**config.mk**
```make
export PLATFORM = sky130hd
export DESIGN_NAME = adc_conversion_sequencer
export DESIGN_NICKNAME = d
export VERILOG_FILES = /design/src/adc_seq_pkg.sv /design/src/adc_clock_divider.sv /design/src/adc_result_format.sv /design/src/adc_conversion_sequencer.sv
export SDC_FILE = /design/constraint.sdc
export NUM_CORES = 1
export LEC_CHECK = 0
export BUFFER_PORTS_ARGS = -buffer_cell sky130_fd_sc_hd__buf_4
export CAP_MARGIN = 20
export CORE_UTILIZATION = 38
export DETAILED_ROUTE_END_ITERATION = 8
export PLACE_DENSITY = 0.59
export SYNTH_ARGS = -nofsm -noshare
export SYNTH_HDL_FRONTEND = slang
export SYNTH_HIERARCHICAL = 1
export SYNTH_SLANG_ARGS = --single-unit
```
**constraint.sdc**
```tcl
create_clock -name clk -period 4.4 [get_ports clk]
set_input_delay 0.66 -clock clk [delete_from_list [all_inputs] [get_ports clk]]
set_output_delay 0.66 -clock clk [all_outputs]
set_load 0.03 [all_outputs]
```
**src/adc_seq_pkg.sv**
```systemverilog
// shared constants for the converter sequencer: register map, fields, timing
`default_nettype none
package adc_seq_pkg;
  // register offsets on the plain register port
  localparam logic [2:0] ADDR_CTRL0     = 3'h0;
  localparam logic [2:0] ADDR_CTRL1     = 3'h1;
  localparam logic [2:0] ADDR_RES_HIGH  = 3'h2;
  localparam logic [2:0] ADDR_RES_LOW   = 3'h3;
  localparam logic [2:0] ADDR_INT_CTRL  = 3'h4;
  localparam logic [2:0] ADDR_PIN_SHARE = 3'h5;

  // converter_control_0 fields
  localparam int CH_LSB     = 0;
  localparam int CH_MSB     = 3;
  localparam int FMT_BIT    = 4;
  localparam int PWR_BIT    = 5;
  localparam int BUSY_BIT   = 6;
  localparam int START_BIT  = 7;
  // converter_control_1 fields
  localparam int CKS_LSB    = 0;
  localparam int CKS_MSB    = 2;
  localparam int REF_LSB    = 3;
  localparam int REF_MSB    = 4;
  localparam int INS_LSB    = 5;
  localparam int INS_MSB    = 7;
  // interrupt control fields
  localparam int GIE_BIT    = 0;
  localparam int CIE_BIT    = 1;
  localparam int FLAG_BIT   = 2;

  // field codes
  localparam logic [1:0] REF_INTERNAL = 2'h1;
  localparam logic [2:0] INS_BANDGAP  = 3'h1;
  localparam logic [2:0] INS_GND_LO   = 3'h2;
  localparam logic [2:0] INS_GND_HI   = 3'h4;
  localparam logic [3:0] CH_LAST      = 4'h7;
  localparam logic [7:0] RESET_BYTE   = 8'h00;

  // conversion timing in converter clock periods
  localparam logic [3:0] SAMPLE_LAST  = 4'h3;
  localparam logic [3:0] CONVERT_LAST = 4'hf;
  localparam logic [3:0] CONVERT_FIRST = 4'h4;
  localparam logic [11:0] MSB_TRIAL   = 12'h800;

  typedef enum logic [1:0] {ST_IDLE, ST_SAMPLE, ST_CONVERT} seq_state_t;
endpackage : adc_seq_pkg
`default_nettype wire

```
**src/adc_clock_divider.sv**
```systemverilog
// converter clock divider: one tick every 2**code system clocks
`default_nettype none
module adc_clock_divider #(
  parameter int DIV_W = 7
) (
  input  wire logic       clk,
  input  wire logic       sys_rst,
  input  wire logic       run,
  input  wire logic       restart,
  input  wire logic [2:0] code,
  output logic            tick
);
  logic [DIV_W-1:0] cnt_r;
  logic [DIV_W-1:0] last;

  // code 000 is reserved; it gives a last value of zero and no tick
  assign last = DIV_W'((1 << code) - 1);

  // free count while running, cleared on restart so a period starts clean
  always_ff @(posedge clk or posedge sys_rst) begin
    if (sys_rst) begin
      cnt_r <= '0;
    end else if (!run || restart || cnt_r == last) begin
      cnt_r <= '0;
    end else begin
      cnt_r <= cnt_r + 1'b1;
    end
  end

  assign tick = run && !restart && (code != 3'h0) && (cnt_r == last);
endmodule : adc_clock_divider
`default_nettype wire

```
**src/adc_result_format.sv**
```systemverilog
// places the 12-bit result into the high and low result bytes
`default_nettype none
module adc_result_format (
  input  wire logic [11:0] result,
  input  wire logic        right_just,
  output logic      [7:0]  high_byte,
  output logic      [7:0]  low_byte
);
  // unused bits read as zero in either layout
  always_comb begin
    if (right_just) begin
      high_byte = {4'h0, result[11:8]};
      low_byte  = result[7:0];
    end else begin
      high_byte = result[11:4];
      low_byte  = {result[3:0], 4'h0};
    end
  end
endmodule : adc_result_format
`default_nettype wire

```
**src/adc_conversion_sequencer.sv**
```systemverilog
// converter sequencer: registers, source muxing, pin overrides, sar timing
// How it works
// - reference from internal analog supply only when reference select is 01
// - a pin chosen as analog input loses all its other functions
// - a pin chosen as analog input has its pull-high switched off
// - a pin chosen as analog input ignores its port direction setting
// - source codes 000 and 101 to 111 connect an external channel
// - code 001 converts bandgap, 010 to 100 converts ground, channel ignored
// - channel codes 0 to 7 pick a pin, 8 to 15 pick nothing
// - an internal source always disconnects the external channel
// - four sampling periods then twelve converting periods, sixteen in all
// - divider codes 1 to 7 give system clock over 2 to 128
// - converter powered only while power enable is set
// - clearing power enable switches converter off and stops it
// - result layout follows the format select bit
// - interrupt reaches cpu only with global and converter enables set
// - a start bit written high then low begins a conversion
// - busy high during conversion, low at end with result ready
// - conversion runs alone, register port never waits
// - result is twelve bits, full scale fff
// - completion sets the request flag and pulses an internal event
`default_nettype none
module adc_conversion_sequencer #(
  parameter int PINS = 8
) (
  input  wire logic            clk,
  input  wire logic            sys_rst,
  input  wire logic [2:0]      addr,
  input  wire logic [7:0]      wdata,
  input  wire logic            wr,
  input  wire logic            rd,
  output logic      [7:0]      rdata_r,
  input  wire logic            comp_hi,
  input  wire logic [PINS-1:0] pullup_cfg,
  input  wire logic [PINS-1:0] drive_cfg,
  output logic                 ref_internal_r,
  output logic                 ext_channel_en_r,
  output logic      [2:0]      ext_channel_idx_r,
  output logic                 bandgap_sel_r,
  output logic                 ground_sel_r,
  output logic                 power_on_r,
  output logic                 sample_r,
  output logic      [11:0]     dac_code_r,
  output logic      [PINS-1:0] pin_analog_r,
  output logic      [PINS-1:0] pin_pullup_en_r,
  output logic      [PINS-1:0] pin_drive_en_r,
  output logic                 irq_r,
  output logic                 irq_event_r
);
  logic [7:0]  ctrl0_r;
  logic [7:0]  ctrl1_r;
  logic [1:0]  int_en_r;
  logic        flag_r;
  logic [PINS-1:0] pin_share_r;
  logic        busy_r;
  logic [3:0]  tick_cnt_r;
  logic [11:0] result_r;
  adc_seq_pkg::seq_state_t state_r;
  logic        start_go;
  logic        done;
  logic        tick;
  logic [7:0]  res_high;
  logic [7:0]  res_low;
  logic [2:0]  ins;
  logic        pwr;

  assign ins = ctrl1_r[adc_seq_pkg::INS_MSB:adc_seq_pkg::INS_LSB];
  assign pwr = ctrl0_r[adc_seq_pkg::PWR_BIT];

  // internal source decode, used by the mux and its check
  function automatic logic is_ground(input logic [2:0] s);
    return s >= adc_seq_pkg::INS_GND_LO && s <= adc_seq_pkg::INS_GND_HI;
  endfunction : is_ground

  function automatic logic is_internal(input logic [2:0] s);
    return s == adc_seq_pkg::INS_BANDGAP || is_ground(s);
  endfunction : is_internal

  // a start bit that was high and is now written low launches a run
  assign start_go = wr && addr == adc_seq_pkg::ADDR_CTRL0 && pwr
                    && ctrl0_r[adc_seq_pkg::START_BIT]
                    && !wdata[adc_seq_pkg::START_BIT];
  assign done = state_r == adc_seq_pkg::ST_CONVERT && tick
                && tick_cnt_r == adc_seq_pkg::CONVERT_LAST;

  adc_clock_divider #(
    .DIV_W(7)
  ) u_div (
    .clk     (clk),
    .sys_rst (sys_rst),
    .run     (busy_r && pwr),
    .restart (start_go),
    .code    (ctrl1_r[adc_seq_pkg::CKS_MSB:adc_seq_pkg::CKS_LSB]),
    .tick    (tick)
  );

  adc_result_format u_fmt (
    .result     (result_r),
    .right_just (ctrl0_r[adc_seq_pkg::FMT_BIT]),
    .high_byte  (res_high),
    .low_byte   (res_low)
  );

  // control registers; the busy bit position is stored from wdata here, but reads return busy_r
  always_ff @(posedge clk or posedge sys_rst) begin
    if (sys_rst) begin
      ctrl0_r     <= adc_seq_pkg::RESET_BYTE;
      ctrl1_r     <= adc_seq_pkg::RESET_BYTE;
      int_en_r    <= '0;
      pin_share_r <= '0;
    end else if (wr) begin
      case (addr)
        adc_seq_pkg::ADDR_CTRL0:     ctrl0_r     <= wdata;
        adc_seq_pkg::ADDR_CTRL1:     ctrl1_r     <= wdata;
        adc_seq_pkg::ADDR_INT_CTRL:  int_en_r    <= wdata[adc_seq_pkg::CIE_BIT:0];
        adc_seq_pkg::ADDR_PIN_SHARE: pin_share_r <= wdata[PINS-1:0];
        default: ;
      endcase
    end
  end

  // request flag: completion wins over a software clear in the same cycle
  always_ff @(posedge clk or posedge sys_rst) begin
    if (sys_rst) begin
      flag_r <= 1'b0;
    end else if (done) begin
      flag_r <= 1'b1;
    end else if (wr && addr == adc_seq_pkg::ADDR_INT_CTRL) begin
      flag_r <= wdata[adc_seq_pkg::FLAG_BIT];
    end
  end

  // read data stand the cycle after the strobe; unmapped offsets read zero
  always_ff @(posedge clk or posedge sys_rst) begin
    if (sys_rst) begin
      rdata_r <= adc_seq_pkg::RESET_BYTE;
    end else if (rd) begin
      case (addr)
        adc_seq_pkg::ADDR_CTRL0: begin
          rdata_r <= ctrl0_r;
          rdata_r[adc_seq_pkg::BUSY_BIT] <= busy_r;
        end
        adc_seq_pkg::ADDR_CTRL1:     rdata_r <= ctrl1_r;
        adc_seq_pkg::ADDR_RES_HIGH:  rdata_r <= res_high;
        adc_seq_pkg::ADDR_RES_LOW:   rdata_r <= res_low;
        adc_seq_pkg::ADDR_INT_CTRL:  rdata_r <= {5'h0, flag_r, int_en_r};
        adc_seq_pkg::ADDR_PIN_SHARE: rdata_r <= 8'(pin_share_r);
        default:                     rdata_r <= adc_seq_pkg::RESET_BYTE;
      endcase
    end else begin
      rdata_r <= adc_seq_pkg::RESET_BYTE;
    end
  end

  // sequencer: runs on divider ticks so the cpu side is never stalled
  always_ff @(posedge clk or posedge sys_rst) begin
    if (sys_rst) begin
      state_r    <= adc_seq_pkg::ST_IDLE;
      tick_cnt_r <= '0;
      busy_r     <= 1'b0;
    end else if (!pwr) begin
      state_r    <= adc_seq_pkg::ST_IDLE;
      tick_cnt_r <= '0;
      busy_r     <= 1'b0;
    end else if (start_go) begin
      state_r    <= adc_seq_pkg::ST_SAMPLE;
      tick_cnt_r <= '0;
      busy_r     <= 1'b1;
    end else if (tick) begin
      case (state_r)
        adc_seq_pkg::ST_SAMPLE: begin
          tick_cnt_r <= tick_cnt_r + 1'b1;
          if (tick_cnt_r == adc_seq_pkg::SAMPLE_LAST) begin
            state_r <= adc_seq_pkg::ST_CONVERT;
          end
        end
        adc_seq_pkg::ST_CONVERT: begin
          tick_cnt_r <= tick_cnt_r + 1'b1;
          if (tick_cnt_r == adc_seq_pkg::CONVERT_LAST) begin
            state_r    <= adc_seq_pkg::ST_IDLE;
            tick_cnt_r <= '0;
            busy_r     <= 1'b0;
          end
        end
        default: state_r <= adc_seq_pkg::ST_IDLE;
      endcase
    end
  end

  // successive approximation: one bit per converting period, msb first
  always_ff @(posedge clk or posedge sys_rst) begin
    if (sys_rst) begin
      dac_code_r <= '0;
    end else if (start_go || !pwr) begin
      dac_code_r <= '0;
    end else if (tick && state_r == adc_seq_pkg::ST_SAMPLE
                 && tick_cnt_r == adc_seq_pkg::SAMPLE_LAST) begin
      dac_code_r <= adc_seq_pkg::MSB_TRIAL;
    end else if (tick && state_r == adc_seq_pkg::ST_CONVERT) begin
      dac_code_r <= sar_step(dac_code_r, tick_cnt_r, comp_hi);
    end
  end

  // keep or drop the trial bit, then set the next lower one
  function automatic logic [11:0] sar_step(input logic [11:0] code,
                                           input logic [3:0] cnt,
                                           input logic keep);
    logic [11:0] mask;
    mask = adc_seq_pkg::MSB_TRIAL >> (cnt - adc_seq_pkg::CONVERT_FIRST);
    return (keep ? code : (code & ~mask)) | (mask >> 1);
  endfunction : sar_step

  // result latched only at the end, so a read mid-run shows the last one
  always_ff @(posedge clk or posedge sys_rst) begin
    if (sys_rst) begin
      result_r <= '0;
    end else if (done) begin
      result_r <= sar_step(dac_code_r, tick_cnt_r, comp_hi);
    end
  end

  // analog controls: reference, source mux, power and sample switch
  always_ff @(posedge clk or posedge sys_rst) begin
    if (sys_rst) begin
      ref_internal_r    <= 1'b0;
      ext_channel_en_r  <= 1'b0;
      ext_channel_idx_r <= '0;
      bandgap_sel_r     <= 1'b0;
      ground_sel_r      <= 1'b0;
      power_on_r        <= 1'b0;
      sample_r          <= 1'b0;
    end else begin
      ref_internal_r    <= ctrl1_r[adc_seq_pkg::REF_MSB:adc_seq_pkg::REF_LSB]
                           == adc_seq_pkg::REF_INTERNAL;
      ext_channel_en_r  <= !is_internal(ins)
                           && ctrl0_r[adc_seq_pkg::CH_MSB:adc_seq_pkg::CH_LSB]
                              <= adc_seq_pkg::CH_LAST;
      ext_channel_idx_r <= ctrl0_r[adc_seq_pkg::CH_LSB+2:adc_seq_pkg::CH_LSB];
      bandgap_sel_r     <= ins == adc_seq_pkg::INS_BANDGAP;
      ground_sel_r      <= is_ground(ins);
      power_on_r        <= pwr;
      sample_r          <= state_r == adc_seq_pkg::ST_SAMPLE;
    end
  end

  // pin overrides: analog selection beats pull-high and driver settings
  always_ff @(posedge clk or posedge sys_rst) begin
    if (sys_rst) begin
      pin_analog_r    <= '0;
      pin_pullup_en_r <= '0;
      pin_drive_en_r  <= '0;
    end else begin
      pin_analog_r    <= pin_share_r;
      pin_pullup_en_r <= pullup_cfg & ~pin_share_r;
      pin_drive_en_r  <= drive_cfg & ~pin_share_r;
    end
  end

  // interrupt gating and the one-cycle completion event
  always_ff @(posedge clk or posedge sys_rst) begin
    if (sys_rst) begin
      irq_r       <= 1'b0;
      irq_event_r <= 1'b0;
    end else begin
      irq_r       <= flag_r && int_en_r[adc_seq_pkg::GIE_BIT]
                     && int_en_r[adc_seq_pkg::CIE_BIT];
      irq_event_r <= done;
    end
  end

  // independent tally of ticks since launch, so the length check does not reuse the sequencer count
  logic [4:0] run_ticks_r;
  always_ff @(posedge clk or posedge sys_rst) begin
    if (sys_rst) begin
      run_ticks_r <= '0;
    end else if (start_go || !busy_r) begin
      run_ticks_r <= '0;
    end else if (tick) begin
      run_ticks_r <= run_ticks_r + 1'b1;
    end
  end
endmodule : adc_conversion_sequencer
`default_nettype wire

```
Yosys cells after proc, flatten, opt, wreduce, memory -nomap -nowiden
Cells that the tools add are included.
{"block": "totals", "ff_bits": 108, "in_bits": 32, "output_inout_bits": 55, "elab_cells": 121}
{"block": "classes", "add_sub_neg": 4, "order_cmp": 3, "eq_ne": 18, "shifts": 2, "muxes": 27, "n_bitwise": 6, "reduce_logical": 37}
{"cell": "$mux W12", "n": 4}
{"cell": "$pmux W8 S6", "n": 1}
{"cell": "$mux W8", "n": 3}
{"cell": "$logic_and A1 B1 Y1", "n": 17}
{"cell": "$and A8 B8 Y8", "n": 2}
{"cell": "$mux W4", "n": 4}
{"cell": "$and A12 B12 Y12", "n": 1}
{"cell": "$not A12 Y12", "n": 1}
{"cell": "$or A12 B11 Y12", "n": 1}
{"cell": "$shr A12 B4 Y12 const A", "n": 1}
{"cell": "$mux W2", "n": 5}
{"cell": "$reduce_and A2 Y1", "n": 5}
{"cell": "$ne A3 B1 Y1 const B", "n": 3}
{"cell": "$ne A4 B4 Y1 const B", "n": 2}
{"cell": "$not A8 Y8", "n": 1}
{"cell": "$pmux W4 S2", "n": 1}
{"cell": "$add A7 B1 Y7 const B", "n": 1}
{"cell": "$eq A7 B7 Y1", "n": 1}
{"cell": "$mux W1", "n": 7}
{"cell": "$mux W7", "n": 1}
{"cell": "$shl A1 B3 Y7 const A", "n": 1}
{"cell": "$sub A7 B2 Y7 const B", "n": 1}
{"cell": "$eq A3 B1 Y1 const B", "n": 2}
{"cell": "$eq A3 B2 Y1 const B", "n": 2}
{"cell": "18 further kinds", "n": 29}

Depth between registers and ports, before layout
{"block": "depth", "word_depth": 13, "ltp_mapped": 13, "depth_no_buf": 11}

By module
The synthesis kept the hierarchy.
{"module": "adc_conversion_sequencer", "instances": 1, "cells_each": 371, "area_each_um2": 4306.6, "seq_area_each_um2": 2502.4}
{"module": "adc_clock_divider", "instances": 1, "cells_each": 58, "area_each_um2": 576.8, "seq_area_each_um2": 175.2}
{"module": "adc_result_format", "instances": 1, "cells_each": 18, "area_each_um2": 173.9, "seq_area_each_um2": 0.0}

Least setup slack after synthesis
No wires, ideal clock.
{"block": "synth_path", "kind": "flip-flop to flip-flop", "start": "register ctrl1_r[2]", "end": "register result_r[10]", "setup_time_ps": 141, "arrival_ps": 2950, "required_ps": 4259, "path_slack_ps": 1308, "stages_incl_launch_ff": 12, "path_buffers": 2, "synth_period_minus_slack_ps": 3092, "cell_sequence": "dfrtp_1 buf_6 or3_4 ha_1 nor3b_1 nor3_1 xor2_1 and4_1 nand4_1 inv_1 buf_1 a31oi_1"}
{"block": "synth_between", "elab_chain_len": 6, "elab_cells_between_ends": 8, "cone_classes": "1 x add/sub; 1 x eq/ne; 1 x shift; 5 x reduce/logical"}
{"element": "start, declared", "line": "adc_conversion_sequencer.sv:51", "rtl": "logic [7:0] ctrl1_r;"}
{"element": "start signal, assigned", "line": "adc_conversion_sequencer.sv:108", "rtl": "ctrl1_r <= adc_seq_pkg::RESET_BYTE;"}
{"element": "start signal, assigned", "line": "adc_conversion_sequencer.sv:114", "rtl": "adc_seq_pkg::ADDR_CTRL1: ctrl1_r <= wdata;"}
{"element": "$shl A1 B3 Y7", "line": "adc_clock_divider.sv:17", "rtl": "assign last = DIV_W'((1 << code) - 1);"}
{"element": "$sub A7 B2 Y7", "line": "adc_clock_divider.sv:17"}
{"element": "$eq A7 B7 Y1", "line": "adc_clock_divider.sv:30", "rtl": "assign tick = run && !restart && (code != 3'h0) && (cnt_r == last);"}
{"element": "$logic_and A1 B1 Y1 (*)", "line": "adc_clock_divider.sv:30"}
{"element": "net tick", "line": "adc_conversion_sequencer.sv:61", "rtl": "logic tick;"}
{"element": "$logic_and A1 B1 Y1 (*)", "line": "adc_conversion_sequencer.sv:83", "rtl": "assign done = state_r == adc_seq_pkg::ST_CONVERT && tick"}
{"element": "$logic_and A1 B1 Y1 (*)", "line": "adc_conversion_sequencer.sv:84", "rtl": "&& tick_cnt_r == adc_seq_pkg::CONVERT_LAST;"}
{"element": "net done", "line": "adc_conversion_sequencer.sv:60", "rtl": "logic done;"}
{"element": "end signal, assigned", "line": "adc_conversion_sequencer.sv:218", "rtl": "result_r <= sar_step(dac_code_r, tick_cnt_r, comp_hi);"}
{"element": "end, declared", "line": "adc_conversion_sequencer.sv:57", "rtl": "logic [11:0] result_r;"}
The timed path passes the listed nets; every way through them passes the cells marked *.
A chain may end at the register's enable or synchronous reset.

Worst setup path in the final report
{"block": "layout_path", "start": "register ctrl1_r[2]", "end": "register dac_code_r[9]"}
{"block": "layout_between", "elab_chain_len": 8, "elab_cells_between_ends": 12, "cone_classes": "1 x add/sub; 1 x eq/ne; 1 x shift; 2 x mux; 7 x reduce/logical"}
{"element": "$shl A1 B3 Y7", "line": "adc_clock_divider.sv:17"}
{"element": "$sub A7 B2 Y7", "line": "adc_clock_divider.sv:17"}
{"element": "$eq A7 B7 Y1", "line": "adc_clock_divider.sv:30"}
{"element": "$logic_and A1 B1 Y1 (*)", "line": "adc_clock_divider.sv:30"}
{"element": "net tick", "line": "adc_conversion_sequencer.sv:61"}
{"element": "$logic_and A1 B1 Y1", "line": "adc_conversion_sequencer.sv:196", "rtl": "end else if (tick && state_r == adc_seq_pkg::ST_SAMPLE"}
{"element": "$logic_and A1 B1 Y1", "line": "adc_conversion_sequencer.sv:197", "rtl": "&& tick_cnt_r == adc_seq_pkg::SAMPLE_LAST) begin"}
{"element": "$mux W12", "line": "adc_conversion_sequencer.sv:196"}
{"element": "$mux W12", "line": "adc_conversion_sequencer.sv:194", "rtl": "end else if (start_go || !pwr) begin"}
{"element": "end signal, assigned", "line": "adc_conversion_sequencer.sv:198", "rtl": "dac_code_r <= adc_seq_pkg::MSB_TRIAL;"}
{"element": "end signal, assigned", "line": "adc_conversion_sequencer.sv:200", "rtl": "dac_code_r <= sar_step(dac_code_r, tick_cnt_r, comp_hi);"}
{"element": "end, declared", "line": "adc_conversion_sequencer.sv:43", "rtl": "output logic [11:0] dac_code_r,"}
Marks and branches as above.

==> impl_summary.log <==
[metrics] initial detailed-routing violation count: 217
[metrics] post-DR vias/cell: 5.12
[metrics] Post-Syn Instances: 447
[metrics] required time reported for the critical path endpoint: 4.67 ns
[metrics] worst skew pair latency: 0.35 ns
[metrics] fraction of post-synthesis cell area in the top cell type by area: 0.529
[metrics] type of the tightest min-delay check: input port to asynchronous set/reset pin
[metrics] Relative slew margins: 0.447
[metrics] count of port buffers added during placement: 86
[metrics] clock tree root buffer cell: sky130_fd_sc_hd__clkbuf_16
[metrics] maximum clock frequency: 0.283 GHz
[metrics] kind of end point of the critical path: flop
[metrics] filler cell count in the final layout: 1183
[metrics] number of detailed-routing iterations run before antenna repair: 5
[metrics] Placer Congestion: 0.811
[metrics] total power of the final layout: 2.44 mW
[metrics] share of synthesized flip-flops with an asynchronous set or reset: 1.00
[metrics] flip-flop cell with the highest count after synthesis: sky130_fd_sc_hd__dfrtp_1
[metrics] count of nets after finishing: 570
[metrics] setup TNS after final layout: 0 ns
[metrics] remaining antenna violation count after routing: 0
[metrics] number of top-level pins: 87
[metrics] deepest level of the CTS H-tree: 3
[metrics] all-layer global routing usage: 0.176
[metrics] syn_area_per_cell: 11.3 µm²
[metrics] clock input transition at the sequential cells of the worst setup and hold paths: 0.07 ns
[metrics] Least-Margin Pin Slew: 0.829 ns
[metrics] number of buffers added by the clock tree synthesis step: 9
[metrics] Arrival @ worst endpoint: 3.80 ns
[metrics] CTS tree: yes
[metrics] diode count: 0
[metrics] maximum clock insertion buffer count: 2
[metrics] reported leakage power: 2.74 nW
[metrics] first-pass GRT wire length: 19.0 mm
[metrics] unrepaired setup endpoints after global routing: no
[metrics] maximum number of pins on one net before global-route repair: 67
[metrics] Yosys top cell by area: sky130_fd_sc_hd__dfrtp_1
[metrics] cells resized by post-CTS repair: 0
[metrics] cells taking the most area after synthesis: sky130_fd_sc_hd__dfrtp_1 53%, sky130_fd_sc_hd__mux2_2 6.0%, sky130_fd_sc_hd__nor2b_1 3.6%
[metrics] Remaining DRCs: 0
[metrics] top fanout value on the critical path: 14
[metrics] area of the core: 12800 µm²
[metrics] area of combinational cells with multiple inputs: 2190 µm²
[metrics] Hold Violations, Final: 0
[metrics] final setup violating endpoints: 0
[metrics] Distinct cells, synth: 59
[metrics] die span in x: 117 µm
[metrics] share of the yosys chip area belonging to registers: 0.529
[metrics] # rows: 41
[metrics] startpoint-to-endpoint class of the critical path: flop to flop
[metrics] Setup crit start kind: flop
[metrics] HPWL after detailed placement: 8.31 mm
[metrics] number of antenna violations at the first check in global routing: 0
[metrics] YS warnings: 6
[metrics] number of global-route vias before repair: 3663
[metrics] clk_skew: 0.0144 ns
[metrics] max-cap violations: 0
[metrics] area occupied by registers: 2680 µm²
[metrics] buffers inserted during post-CTS setup optimization: 0
[metrics] height of the die: 117 µm
[metrics] number of storage elements in the synthesis netlist: 107
[metrics] detail-routed net length per standard cell: 16.1 µm
[metrics] highest ir drop seen on vdd: 0.211 mV
[metrics] outcome: finished, final reports clean
[metrics] final slew viol count: 0
[metrics] ratio of final minimum period to clock period: 0.802
[metrics] detailed-route wire length: 11.3 mm
[metrics] count of hold-fix buffers inserted at cts: 0
[metrics] Total Die Area: 13800 µm²
[metrics] synthesized net count: 491
[metrics] cell area after synthesis: 5060 µm²
[metrics] effective utilization at floorplan: 0.396
[metrics] via count: 3598
[metrics] Min Clock Period, post-route: 3.53 ns
[metrics] count of flip-flops with a built-in enable after synthesis: 0
[metrics] number of sinks on the clock net: 107
[metrics] Synth-to-Final Area Change: 20.3%
[metrics] share of final-layout standard cells stronger than drive strength 1: 0.290
[metrics] power density relative to cell area: 400 nW/µm²
[metrics] overflow left after global routing: 0
## cell usage after synthesis, types with 2 or more instances
cell and instances:
sky130_fd_sc_hd__a22o_1 3, sky130_fd_sc_hd__nand2_1 46, sky130_fd_sc_hd__nand3_1 14, sky130_fd_sc_hd__nand3b_1 6, sky130_fd_sc_hd__or3_1 2, sky130_fd_sc_hd__clkbuf_1 6
sky130_fd_sc_hd__nand4_1 3, sky130_fd_sc_hd__nor2_1 19, sky130_fd_sc_hd__a31oi_1 16, sky130_fd_sc_hd__mux2i_1 6, sky130_fd_sc_hd__xnor2_1 8, sky130_fd_sc_hd__and4_1 2
sky130_fd_sc_hd__ha_1 12, sky130_fd_sc_hd__or2_2 4, sky130_fd_sc_hd__buf_2 3, sky130_fd_sc_hd__buf_1 3, sky130_fd_sc_hd__o21ai_0 14, sky130_fd_sc_hd__a22oi_1 4
sky130_fd_sc_hd__nor3_1 2, sky130_fd_sc_hd__nor3b_1 3, sky130_fd_sc_hd__o22ai_1 2, sky130_fd_sc_hd__nor2b_1 29, sky130_fd_sc_hd__o211a_1 2, sky130_fd_sc_hd__mux2_4 2
sky130_fd_sc_hd__a21oi_1 19, sky130_fd_sc_hd__and3_1 3, sky130_fd_sc_hd__mux2_2 27, sky130_fd_sc_hd__and2_1 7, sky130_fd_sc_hd__mux4_2 5, sky130_fd_sc_hd__nand2b_1 9
sky130_fd_sc_hd__inv_1 15, sky130_fd_sc_hd__buf_6 5, sky130_fd_sc_hd__o31ai_1 5, sky130_fd_sc_hd__o41ai_1 2, sky130_fd_sc_hd__xor2_1 4, sky130_fd_sc_hd__a311oi_1 6
sky130_fd_sc_hd__dfrtp_1 107
## routing by layer
| layer | share of wire | track usage | vias to the layer above |
|---|---|---|---|
| met5 | 0 | 0 | - |
| met4 | 0.033 | 0.101 | 0 |
| met3 | 0.052 | 0.0287 | 24 |
| met2 | 0.44 | 0.261 | 140 |
| met1 | 0.47 | 0.244 | 1696 |
| li1 | - | - | 1738 |
## where the power goes
part	internal (mW)	leakage [nW]	switching, mW
Clock	0.401	0.128	0.360
Combinational	0.207	1.22	0.282
Sequential	1.09	1.40	0.0942
Total	1.70	2.74	0.736
## cells in the final DEF (no fill, tap or decap), types with 16 or more instances in the layout
cell type                 netlist  layout
sky130_fd_sc_hd__nand2_1       46      46
sky130_fd_sc_hd__dfrtp_1      107     107
sky130_fd_sc_hd__a31oi_1       16      16
sky130_fd_sc_hd__mux2_2        27      27
sky130_fd_sc_hd__nor2_1        19      19
sky130_fd_sc_hd__nor2b_1       29      29
sky130_fd_sc_hd__a21oi_1       19      19
sky130_fd_sc_hd__buf_4          1      88
## critical path: stages, from the launching register on
cell and delay (ns):
sky130_fd_sc_hd__dfrtp_1 0.49, sky130_fd_sc_hd__or3_4 0.45, sky130_fd_sc_hd__ha_1 0.28, sky130_fd_sc_hd__nor3b_1 0.19, sky130_fd_sc_hd__nor3_1 0.24, sky130_fd_sc_hd__xor2_1 0.47, sky130_fd_sc_hd__and4_1 0.44, sky130_fd_sc_hd__nand2_1 0.34
sky130_fd_sc_hd__or2_2 0.40, sky130_fd_sc_hd__a31oi_1 0.16
## worst paths after layout
kind / from / endpoint / slack, ns / cells past startpoint
max reg2reg: ctrl1_r[2]$_DFFE_PP0P_ / dac_code_r[9]$_DFFE_PP0P_ / 0.87 / 9
max in group asynchronous: sys_rst / rdata_r[1]$_DFF_PP0_ / 2.97 / 3
min reg2reg: ctrl0_r[0]$_DFFE_PP0N_ / ext_channel_idx_r[0]$_DFF_PP0_ / 0.42 / 0
min: sys_rst / u_div/cnt_r[1]$_DFF_PP0_ / 0.26 / 2
min in group clk: ctrl0_r[0]$_DFFE_PP0N_ / ext_channel_idx_r[0]$_DFF_PP0_ / 0.42 / 0
max: ctrl1_r[2]$_DFFE_PP0P_ / dac_code_r[9]$_DFFE_PP0P_ / 0.87 / 9
## cell families (layout without fill, tap and decap cells)
kind of cell,Yosys count,after routing,synth area share
AOI/OAI and AO/OA,81,81,0.109
xor gates and xnor gates,12,12,0.0208
adders and majority gates,12,12,0.0297
buffers and inverters,35,119,0.0374
DFF,107,107,0.529
muxes,40,40,0.100
and+or+nand+nor,160,160,0.174
## registers in the layout, summed over array words and instances (netlist names), 4 cells and up
| signal | count |
|---|---|
| dac_code_r | 12 |
| result_r | 12 |
| ctrl1_r | 8 |
| pin_analog_r | 8 |
| pin_drive_en_r | 8 |
| pin_pullup_en_r | 8 |
| pin_share_r | 8 |
| rdata_r | 8 |
| ctrl0_r | 7 |
| u_div/cnt_r | 7 |
| tick_cnt_r | 4 |
## area by class of cell
type                            instances  area share
Clock buffer                           11      0.0399
Clock inverter                          5     0.00597
Inverter                               15     0.00967
Multi-Input combinational cell        305       0.360
Sequential cell                       107       0.440
Tap cell                              172      0.0354
Timing Repair Buffer                   88       0.109
## through the flow
step	area [µm²]	utilization	instances	hold slack, ns	worst slack [ns]
floorplan	5060	-	447	0.369	1.12
global placement	5800	0.454	687	0.398	1.07
detailed placement	5800	0.454	687	0.407	0.918
CTS	6080	0.476	703	0.257	0.884
global route	6080	0.476	703	0.271	0.679
finish	6080	0.476	703	0.261	0.871
No activity file was read; power rests on OpenSTA's default activity.
